[src/hdl/hrd_cfg.svh]
`ifndef HRD_CFG_SVH
`define HRD_CFG_SVH

// Measurement scaling: magnitudes are unsigned, HRD_REF_ONE means 1.0 p.u.
`define HRD_MAG_W 16
`define HRD_ANG_W 9
`define HRD_REF_ONE 16'h1000

// Sample tick period and timer figures, all in microseconds
`define HRD_TICK_US 1000
`define HRD_PICK50_US 25000
`define HRD_PICK60_US 20830
`define HRD_DROP50_US 15000
`define HRD_DROP60_US 12500
`define HRD_INR50_US 5000000
`define HRD_INR60_US 4166670
// Least times round up to whole ticks, never below one
`define HRD_TICKS(t) ((((t) + `HRD_TICK_US - 1) / `HRD_TICK_US) < 1 ? 1 : \
  (((t) + `HRD_TICK_US - 1) / `HRD_TICK_US))

// Level thresholds
`define HRD_CUR_ON_PCT 32'd2
`define HRD_EXT_VALID_PCT 32'd10
`define HRD_MIN_DIFF_PCT 32'd10
`define HRD_EXT_ANGLE_DEG 9'd75
`define HRD_FULL_TURN_DEG 9'd360
`define HRD_HALF_TURN_DEG 9'd180

// Register offsets
`define HRD_CFG_ADDR 4'h0
`define HRD_FLAGS_ADDR 4'h4
`define HRD_IRQ_STAT_ADDR 4'h8
`define HRD_IRQ_MASK_ADDR 4'hC

// Field positions and reset values
`define HRD_H2_THR_LSB 0
`define HRD_H5_THR_LSB 8
`define HRD_THR_W 6
`define HRD_H2_THR_RST 6'h0F
`define HRD_H5_THR_RST 6'h19
`define HRD_IRQ_W 3
`define HRD_IRQ_INRUSH_BIT 0
`define HRD_IRQ_H5_BIT 1
`define HRD_IRQ_ENERGISED_BIT 2

`endif

[src/hdl/hrd_pkg.sv]
`include "hrd_cfg.svh"

package hrd_pkg;

  // Gray sequence along idle, pickup, held, drop-off
  typedef enum logic [1:0] {
    HRD_IDLE = 2'b00,
    HRD_PICK = 2'b01,
    HRD_HELD = 2'b11,
    HRD_DROP = 2'b10
  } hrd_tstate_type;

  typedef struct packed {
    logic [`HRD_MAG_W-1:0] fund;
    logic [`HRD_MAG_W-1:0] h2;
    logic [`HRD_MAG_W-1:0] h5;
  } hrd_meas_type;

  typedef struct packed {
    logic [`HRD_MAG_W-1:0] magA;
    logic [`HRD_MAG_W-1:0] magB;
    logic [`HRD_ANG_W-1:0] angA;
    logic [`HRD_ANG_W-1:0] angB;
  } hrd_side_type;

endpackage

[src/hdl/harmonic_restraint_decision.sv]
`timescale 1ns/100ps
`include "hrd_cfg.svh"

// Functional notes
// - Harmonic over fundamental above threshold restrains
// - Ratio high 25 ms arms drop-off extension, 20.83 at 60 Hz
// - Extension lasts 15 ms, 12.5 at 60 Hz
// - Inrush restraint needs inrush or external fault
// - Independent second harmonic logic per phase
// - Aggregate inrush is OR of phases
// - Aggregate covers both activation causes
// - Inrush condition while de-energised or recently energised
// - Inrush clears after 5 s current, 4.16667 at 60 Hz, no second harmonic restraint
// - External fault on angle difference of 75 degrees
// - Angle valid only above 10% on both sides
// - Per-phase high second harmonic flag, ungated
// - Per-phase and aggregate fifth harmonic flags
// - Fifth path same timing, minimum current gate
module harmonic_restraint_decision
  import hrd_pkg::*;
#(
  parameter int CNT_W = 8,
  parameter int INR_CNT_W = 13,
  parameter int INR50_TICKS = `HRD_TICKS(`HRD_INR50_US),
  parameter int INR60_TICKS = `HRD_TICKS(`HRD_INR60_US)
) (
  // Clock and reset
  input wire logic mclk,
  input wire logic rstn,
  // Timing
  input wire logic sampleTick,
  input wire logic freqSel60,
  // Fourier components and side currents, per phase
  input wire hrd_meas_type [2:0] measIn,
  input wire hrd_side_type [2:0] sideIn,
  // Register port
  input wire logic [3:0] regAddr,
  input wire logic [31:0] regWdata,
  input wire logic regWr,
  input wire logic regRd,
  output logic [31:0] regRdata,
  // Restraint flags
  output logic [2:0] h2HighPhase,
  output logic [2:0] inrushRestraintPhase,
  output logic inrushRestraintAny,
  output logic [2:0] h5RestraintPhase,
  output logic h5RestraintAny,
  output logic inrushCond,
  output logic extFault,
  // Interrupt
  output logic irq
);

  localparam logic [CNT_W-1:0] PICK50 = CNT_W'(`HRD_TICKS(`HRD_PICK50_US));
  localparam logic [CNT_W-1:0] PICK60 = CNT_W'(`HRD_TICKS(`HRD_PICK60_US));
  localparam logic [CNT_W-1:0] DROP50 = CNT_W'(`HRD_TICKS(`HRD_DROP50_US));
  localparam logic [CNT_W-1:0] DROP60 = CNT_W'(`HRD_TICKS(`HRD_DROP60_US));
  localparam logic [INR_CNT_W-1:0] INR50 = INR_CNT_W'(INR50_TICKS);
  localparam logic [INR_CNT_W-1:0] INR60 = INR_CNT_W'(INR60_TICKS);

  // Harmonic above fund at the threshold percentage, without a divider
  function automatic logic ratioAbove(input logic [`HRD_MAG_W-1:0] harm,
                                      input logic [`HRD_MAG_W-1:0] fund,
                                      input logic [`HRD_THR_W-1:0] pct);
    logic [31:0] lhs;
    logic [31:0] rhs;
    lhs = 32'(harm) * 32'd100;
    rhs = 32'(fund) * 32'(pct);
    return lhs > rhs;
  endfunction

  // Magnitude above a percentage of the reference current
  function automatic logic magAbove(input logic [`HRD_MAG_W-1:0] mag,
                                    input logic [31:0] pct);
    logic [31:0] lhs;
    logic [31:0] rhs;
    lhs = 32'(mag) * 32'd100;
    rhs = pct * 32'(`HRD_REF_ONE);
    return lhs > rhs;
  endfunction

  // Smaller angle between two phasors, degrees in 0..180
  function automatic logic [`HRD_ANG_W-1:0] angleGap(input logic [`HRD_ANG_W-1:0] a,
                                                     input logic [`HRD_ANG_W-1:0] b);
    logic [`HRD_ANG_W-1:0] d;
    d = (a >= b) ? a - b : b - a;
    return (d > `HRD_HALF_TURN_DEG) ? `HRD_FULL_TURN_DEG - d : d;
  endfunction

  // Frequency select pin synchroniser
  logic sel60MetaFf;
  logic sel60Ff;

  always_ff @(posedge mclk) begin
    if (!rstn) begin
      sel60MetaFf <= 1'b0;
      sel60Ff <= 1'b0;
    end else begin
      sel60MetaFf <= freqSel60;
      sel60Ff <= sel60MetaFf;
    end
  end

  logic [CNT_W-1:0] pickTicks;
  logic [CNT_W-1:0] dropTicks;
  logic [INR_CNT_W-1:0] inrTicks;

  assign pickTicks = sel60Ff ? PICK60 : PICK50;
  assign dropTicks = sel60Ff ? DROP60 : DROP50;
  assign inrTicks = sel60Ff ? INR60 : INR50;

  // Configuration register
  logic [`HRD_THR_W-1:0] h2ThrFf;
  logic [`HRD_THR_W-1:0] h5ThrFf;

  always_ff @(posedge mclk) begin
    if (!rstn) begin
      h2ThrFf <= `HRD_H2_THR_RST;
      h5ThrFf <= `HRD_H5_THR_RST;
    end else if (regWr && regAddr == `HRD_CFG_ADDR) begin
      // Range 5..50 is software's duty, stored as written
      h2ThrFf <= regWdata[`HRD_H2_THR_LSB +: `HRD_THR_W];
      h5ThrFf <= regWdata[`HRD_H5_THR_LSB +: `HRD_THR_W];
    end
  end

  // Per-phase decisions
  logic [2:0] h2Ratio;
  logic [2:0] h5Ratio;
  logic [2:0] h2Restr;
  logic [2:0] h5Restr;
  logic [2:0] curOn;
  logic [2:0] angleFault;

  for (genvar p = 0; p < 3; p++) begin : gPhase
    assign h2Ratio[p] = ratioAbove(measIn[p].h2, measIn[p].fund, h2ThrFf);
    assign h5Ratio[p] = ratioAbove(measIn[p].h5, measIn[p].fund, h5ThrFf) &&
                        magAbove(measIn[p].fund, `HRD_MIN_DIFF_PCT);
    assign curOn[p] = magAbove(sideIn[p].magA, `HRD_CUR_ON_PCT);
    assign angleFault[p] = magAbove(sideIn[p].magA, `HRD_EXT_VALID_PCT) &&
                           magAbove(sideIn[p].magB, `HRD_EXT_VALID_PCT) &&
                           angleGap(sideIn[p].angA, sideIn[p].angB) >=
                           `HRD_EXT_ANGLE_DEG;

    // Separate instances keep phases free of shared state
    hrd_restraint_timer #(.CNT_W(CNT_W)) uH2 (
      .mclk(mclk),
      .rstn(rstn),
      .sampleTick(sampleTick),
      .pickTicks(pickTicks),
      .dropTicks(dropTicks),
      .ratioHigh(h2Ratio[p]),
      .restraint(h2Restr[p])
    );

    hrd_restraint_timer #(.CNT_W(CNT_W)) uH5 (
      .mclk(mclk),
      .rstn(rstn),
      .sampleTick(sampleTick),
      .pickTicks(pickTicks),
      .dropTicks(dropTicks),
      .ratioHigh(h5Ratio[p]),
      .restraint(h5Restr[p])
    );
  end

  // External fault condition, refreshed per sample tick
  logic extFaultFf;

  always_ff @(posedge mclk) begin
    if (!rstn) begin
      extFaultFf <= 1'b0;
    end else if (sampleTick) begin
      extFaultFf <= |angleFault;
    end
  end

  // Inrush condition: energised with clean current long enough to clear
  logic inrushCondFf;
  logic [INR_CNT_W-1:0] inrCntFf;
  logic energisedClean;
  logic [INR_CNT_W-1:0] inrInc;

  assign energisedClean = (|curOn) && !(|h2Restr);
  assign inrInc = inrCntFf + 1'b1;

  always_ff @(posedge mclk) begin
    if (!rstn) begin
      inrushCondFf <= 1'b1;
      inrCntFf <= '0;
    end else if (sampleTick) begin
      if (!(|curOn)) begin
        inrushCondFf <= 1'b1;
        inrCntFf <= '0;
      end else if (!energisedClean) begin
        inrCntFf <= '0;
      end else if (inrushCondFf) begin
        inrCntFf <= inrInc;
        if (inrInc >= inrTicks) begin
          inrushCondFf <= 1'b0;
        end
      end
    end
  end

  // Output flags
  logic [2:0] nxt_inrushPhase;
  logic [2:0] inrushPhaseFf;
  logic [2:0] h2HighFf;
  logic [2:0] h5PhaseFf;
  logic inrushAnyFf;
  logic h5AnyFf;

  assign nxt_inrushPhase = h2Restr & {3{inrushCondFf | extFaultFf}};

  always_ff @(posedge mclk) begin
    if (!rstn) begin
      inrushPhaseFf <= '0;
      h2HighFf <= '0;
      h5PhaseFf <= '0;
      inrushAnyFf <= 1'b0;
      h5AnyFf <= 1'b0;
    end else begin
      inrushPhaseFf <= nxt_inrushPhase;
      h2HighFf <= h2Restr;
      h5PhaseFf <= h5Restr;
      inrushAnyFf <= |nxt_inrushPhase;
      h5AnyFf <= |h5Restr;
    end
  end

  assign h2HighPhase = h2HighFf;
  assign inrushRestraintPhase = inrushPhaseFf;
  assign inrushRestraintAny = inrushAnyFf;
  assign h5RestraintPhase = h5PhaseFf;
  assign h5RestraintAny = h5AnyFf;
  assign inrushCond = inrushCondFf;
  assign extFault = extFaultFf;

  // Interrupt events: restraint onsets and energised transition
  logic inrushAnyDly;
  logic h5AnyDly;
  logic inrushCondDly;
  logic [`HRD_IRQ_W-1:0] irqEvent;
  logic [`HRD_IRQ_W-1:0] irqStatFf;
  logic [`HRD_IRQ_W-1:0] irqMaskFf;
  logic [`HRD_IRQ_W-1:0] irqClear;

  always_ff @(posedge mclk) begin
    if (!rstn) begin
      inrushAnyDly <= 1'b0;
      h5AnyDly <= 1'b0;
      inrushCondDly <= 1'b1;
    end else begin
      inrushAnyDly <= inrushAnyFf;
      h5AnyDly <= h5AnyFf;
      inrushCondDly <= inrushCondFf;
    end
  end

  always_comb begin
    irqEvent = '0;
    irqEvent[`HRD_IRQ_INRUSH_BIT] = inrushAnyFf && !inrushAnyDly;
    irqEvent[`HRD_IRQ_H5_BIT] = h5AnyFf && !h5AnyDly;
    irqEvent[`HRD_IRQ_ENERGISED_BIT] = !inrushCondFf && inrushCondDly;
  end

  assign irqClear = (regWr && regAddr == `HRD_IRQ_STAT_ADDR) ?
                    regWdata[`HRD_IRQ_W-1:0] : '0;

  // New events win over a simultaneous write-one-to-clear
  always_ff @(posedge mclk) begin
    if (!rstn) begin
      irqStatFf <= '0;
    end else begin
      irqStatFf <= (irqStatFf & ~irqClear) | irqEvent;
    end
  end

  always_ff @(posedge mclk) begin
    if (!rstn) begin
      irqMaskFf <= '0;
    end else if (regWr && regAddr == `HRD_IRQ_MASK_ADDR) begin
      irqMaskFf <= regWdata[`HRD_IRQ_W-1:0];
    end
  end

  logic irqFf;

  always_ff @(posedge mclk) begin
    if (!rstn) begin
      irqFf <= 1'b0;
    end else begin
      irqFf <= |(irqStatFf & irqMaskFf);
    end
  end

  assign irq = irqFf;

  // Read data, valid only the cycle after the strobe
  logic [31:0] nxt_rdata;
  logic [31:0] rdataFf;

  always_comb begin
    nxt_rdata = '0;
    if (!regRd) begin
      nxt_rdata = '0;
    end else if (regAddr == `HRD_CFG_ADDR) begin
      nxt_rdata[`HRD_H2_THR_LSB +: `HRD_THR_W] = h2ThrFf;
      nxt_rdata[`HRD_H5_THR_LSB +: `HRD_THR_W] = h5ThrFf;
    end else if (regAddr == `HRD_FLAGS_ADDR) begin
      nxt_rdata[12:0] = {sel60Ff, extFaultFf, inrushCondFf, h5AnyFf, h5PhaseFf,
                         inrushAnyFf, inrushPhaseFf, h2HighFf[2:1]};
      nxt_rdata[13] = h2HighFf[0];
    end else if (regAddr == `HRD_IRQ_STAT_ADDR) begin
      nxt_rdata[`HRD_IRQ_W-1:0] = irqStatFf;
    end else if (regAddr == `HRD_IRQ_MASK_ADDR) begin
      nxt_rdata[`HRD_IRQ_W-1:0] = irqMaskFf;
    end else begin
      nxt_rdata = '0;
    end
  end

  always_ff @(posedge mclk) begin
    if (!rstn) begin
      rdataFf <= '0;
    end else begin
      rdataFf <= nxt_rdata;
    end
  end

  assign regRdata = rdataFf;

endmodule

[src/hdl/hrd_restraint_timer.sv]
`timescale 1ns/100ps
`include "hrd_cfg.svh"

module hrd_restraint_timer
  import hrd_pkg::*;
#(
  parameter int CNT_W = 8
) (
  // Clock and reset
  input wire logic mclk,
  input wire logic rstn,
  // Timing
  input wire logic sampleTick,
  input wire logic [CNT_W-1:0] pickTicks,
  input wire logic [CNT_W-1:0] dropTicks,
  // Decision
  input wire logic ratioHigh,
  output logic restraint
);

  hrd_tstate_type stateFf;
  hrd_tstate_type nxt_state;
  logic [CNT_W-1:0] cntFf;
  logic [CNT_W-1:0] nxt_cnt;
  logic [CNT_W-1:0] cntInc;

  assign cntInc = cntFf + 1'b1;

  always_comb begin
    nxt_state = stateFf;
    nxt_cnt = cntFf;
    if (sampleTick) begin
      case (stateFf)
        HRD_IDLE: begin
          nxt_cnt = '0;
          if (ratioHigh) begin
            nxt_state = HRD_PICK;
          end
        end
        HRD_PICK: begin
          if (!ratioHigh) begin
            // A run that just reached full length still earns the extension
            nxt_cnt = '0;
            if (cntInc >= pickTicks) begin
              nxt_state = HRD_DROP;
            end else begin
              nxt_state = HRD_IDLE;
            end
          end else begin
            nxt_cnt = cntInc;
            if (cntInc >= pickTicks) begin
              nxt_state = HRD_HELD;
            end
          end
        end
        HRD_HELD: begin
          nxt_cnt = '0;
          if (!ratioHigh) begin
            nxt_state = HRD_DROP;
          end
        end
        default: begin
          // A fresh high ratio must again persist to earn an extension
          if (ratioHigh) begin
            nxt_state = HRD_PICK;
            nxt_cnt = '0;
          end else begin
            nxt_cnt = cntInc;
            if (cntInc >= dropTicks) begin
              nxt_state = HRD_IDLE;
            end
          end
        end
      endcase
    end
  end

  always_ff @(posedge mclk) begin
    if (!rstn) begin
      stateFf <= HRD_IDLE;
      cntFf <= '0;
    end else begin
      stateFf <= nxt_state;
      cntFf <= nxt_cnt;
    end
  end

  assign restraint = (stateFf != HRD_IDLE);

endmodule

[config.mk]
export PLATFORM = sky130hd
export DESIGN_NAME = harmonic_restraint_decision
export DESIGN_NICKNAME = d
export VERILOG_FILES = /design/src/hdl/hrd_pkg.sv /design/src/hdl/harmonic_restraint_decision.sv /design/src/hdl/hrd_restraint_timer.sv
export VERILOG_INCLUDE_DIRS = /design/src /design/src/hdl
export SDC_FILE = /design/constraint.sdc
export NUM_CORES = 2
export LEC_CHECK = 0
export BUFFER_PORTS_ARGS = -buffer_cell sky130_fd_sc_hd__buf_2
export CAP_MARGIN = 10
export CORE_MARGIN = 2
export CORE_UTILIZATION = 35
export CTS_CLUSTER_SIZE = 30
export DETAILED_ROUTE_END_ITERATION = 16
export PLACE_DENSITY = 0.57
export SLEW_MARGIN = 10
export SYNTH_ARGS = -nofsm -noshare
export SYNTH_HDL_FRONTEND = slang
export SYNTH_HIERARCHICAL = 1
export SYNTH_SLANG_ARGS = --single-unit
[constraint.sdc]
create_clock -name mclk -period 11.4 [get_ports mclk]
set_input_delay 0 -clock mclk [delete_from_list [all_inputs] [get_ports mclk]]
set_output_delay 0 -clock mclk [all_outputs]
set_load 0.05 [all_outputs]
==> impl_results.md <==
- Status: finished, final reports clean
- Crit. End Element: flip-flop
- Worst-Skew Late Latency: roughly 0.44 ns
- Critical Path Start Type: flip-flop
- Max incr delay on CP: 0.98 ns
- Most common cell after layout, fill and taps aside: inv_1
- Global Route Usage Sum: 16.6%
- Final Hold Vio Count: 0
- ANT nets after route: 0
- Synth-to-Final Area Change: 8.64%
- Die height: 404 um
- Initial antenna violation count: 45
- Number of buffers created by CTS: 17
- Clock Tree Root: clkbuf_16
- Gate Count Post-Synth: around 7000
- Hold Slack: around 0.034 ns
- Ys flop type: dfxtp_1
- Global-route wire length before repair: 228000 um
- Setup CP Type: reg2reg
- Setup TNS: 0 ns
- Largest cells by area after synthesis: ha_1 (28%), fa_1 (18%), inv_1 (11%)
- Yosys top cell area share: about 28%
- Port-buffer cells: 343
- Synth area leader: ha_1
- Netlist cell types: 101
- Total chip power: about 0.0069 W
- Number of flops mapped to enable cells by yosys: 0
- Crit path top cell by count: a21oi_1
- Total Wirelength: between 100000 and 150000 um
- R2r worst-path depth: 29
- Ys Warns: 6
- Post-route DRC: 0
- GPL Wtd Cong: 0.866
- RSZ-0062 raised after global routing: false
- Post-layout min period: 8.89 ns
- Drt via density: roughly 5
- Hpwl dp: approximately 110000 um
- Starting DRT DRC Count: 1832
- Commonest cells after routing, fill and taps aside: inv_1 (1588), ha_1 (1260), and2_1 (537)
- Std cell rows: 146
- Largest net degree at the start of global routing: 62
- Reg clk slew, reported paths: 0.08 ns
- CTS Buffer Depth: 2
- Wirelength per Cell: 14.4 um
- Clk sinks: 124
- Final nets: 9394
- # setup viols final: 0
- Final Cycle Share: 78.0%
- Core footprint: around 0.16 sq mm
- CTS tree: yes
- Post-Syn Area: 0.0561 sq mm
- Synth Area in XOR/XNOR: 4.43%
- # IOs: approximately 380
- Hold buffer count at cts: 18
- Die Wd: 404 um
- Slew Limit Fails: 0
- Largest family of logic cells by synthesized area: adder cells
- FMAX: 112 MHz
- Mean post-synth cell area: 8.05 sq um
- Compound-Gate Fraction of Synth Area: 14.6%
- Skew final: between 0.02 and 0.025 ns
- Hold path depth: 4
- Maximum VDD drop: 108 uV
- Leak pwr: 33.3 nW
- Sequential area share after synthesis: 4.42%
- Synth Register Bits: 124
- Multiplexer share of the synthesized area: 0.909%
- Ys async rst share: 0%
- Crit-path max FO: 26
- Die ar.: about 0.16 sq mm
- Hold Path Class: in2reg
- Initial cell density of the core: 35.4%
- Worst EP required: 11.72 ns
- Via count: 46500
- Vias in the first global route: 46600
- Total congestion overflow: 0
- Slew headroom: 15.2%
- Total of max-cap violations: 0
- H-tree Lvls: 4
- Post-CTS Setup Inserts: 0
- Slowest stage cell, crit path: o21ai_0
- Post-CTS sizing: 0
- DRT Pass-1 Iters: 8
- Layout cells sized above 1: 7.15%
- PD cells: 113 mW/mm^2
- Post-Synth Adder-Cell Area: 46.4%
- Crit path DAT: between 9 and 10 ns
- Post-Synth Simple-Gate Area: 17.2%
- Slew @ Worst Pin: 1.26 ns
-- power breakdown --
group          switching (W)  internal, W
Sequential         0.0000491     0.000469
Clock               0.000251     0.000331
Combinational        0.00325      0.00254
-- cell usage after synthesis, types with 30 or more instances --
library cell  number
inv_1           1588
ha_1            1260
and2_1           537
fa_1             513
nand2_1          291
a21oi_1          282
nor2_1           280
o21ai_0          207
xnor2_1          178
a21o_1           141
clkbuf_1         128
dfxtp_1          124
nor3_1           115
nand3_1          112
xor2_1           106
nand2b_1          87
o21a_1            62
nand4_1           61
o211ai_1          57
nor2b_1           50
o21bai_1          46
and3_1            44
a31oi_1           36
mux2i_1           33
a211oi_1          30
nor4_1            30
or3_1             30
-- path summary, 6_finish.rpt --
path                           start                             endpoint  slack, ns
max          h5ThrFf[0]$_SDFFE_PN1P_  gPhase[1].uH5/cntFf[0]$_SDFFE_PN0P_       2.51
min                            regWr            irqMaskFf[0]$_SDFFE_PN0P_       0.03
max reg2reg  h5ThrFf[0]$_SDFFE_PN1P_  gPhase[1].uH5/cntFf[0]$_SDFFE_PN0P_       2.51
min reg2reg   sel60MetaFf$_SDFF_PN0_                   sel60Ff$_SDFF_PN0_       0.43
-- critical path: cells and delay by family (launching register included) --
family	cells	cell delay (ns)
multiplexers	1	0.32
flip-flops	1	0.93
XOR/XNOR	1	0.08
adder cells (fa/ha/maj)	5	2.06
AO/OA/AOI/OAI	11	3.24
AND/OR/NAND/NOR	8	1.60
buffers and inverters	3	0.56
-- sequential cells by signal, indices dropped and copies added (netlist names), 3 cells and up --
name / flops
inrushRestraintPhase: 3
h5ThrFf: 6
irqMaskFf: 3
gPhase.uH5/stateFf: 6
regRdata: 14
irqStatFf: 3
gPhase.uH2/stateFf: 6
h5RestraintPhase: 3
gPhase.uH5/cntFf: 24
h2ThrFf: 6
h2HighPhase: 3
gPhase.uH2/cntFf: 24
inrCntFf: 13
-- cell families after synthesis --
group | after synthesis
xor+xnor | 284
other cells | 2
flops | 124
fa+ha+maj | 1773
buf+inv | 1767
simple gates | 1775
compound gates | 1199
mux | 45
-- layout make-up --
class | count | area, sq um
Sequential cell | 124 | 2500
Clock inverter | 15 | 175
Multi-Input combinational cell | 5172 | 47200
Fill cell | 16500 | 97800
Tap cell | 2072 | 2590
Inverter | 1588 | 5960
Clock buffer | 17 | 425
Antenna cell | 20 | 50.0
Timing Repair Buffer | 382 | 2060
-- stage by stage --
stage / instances / worst slack [ns] / area [sq um] / utilization, %
3_5_place_dp: 9320 / 2.48 / 60200 / 37.9
5_1_grt: 9381 / 1.80 / 61000 / 38.4
6_report: 9390 / 2.51 / 61000 / 38.4
2_1_floorplan: 7063 / 4.61 / 56500 / -
3_3_place_gp: 9320 / 2.65 / 60200 / 37.9
4_1_cts: 9370 / 2.44 / 60900 / 38.4
-- metal layers --
layer / GRT usage, % / wire [um] / up-vias
met3: 2.31 / 7100 / 86
met2: 28.6 / 62200 / 747
met4: 2.15 / 1240 / 30
met5: 0 / 194 / -
li1: - / - / 23500
met1: 22.6 / 64900 / 22100
Note: power is estimated with default switching activity, not from simulation.
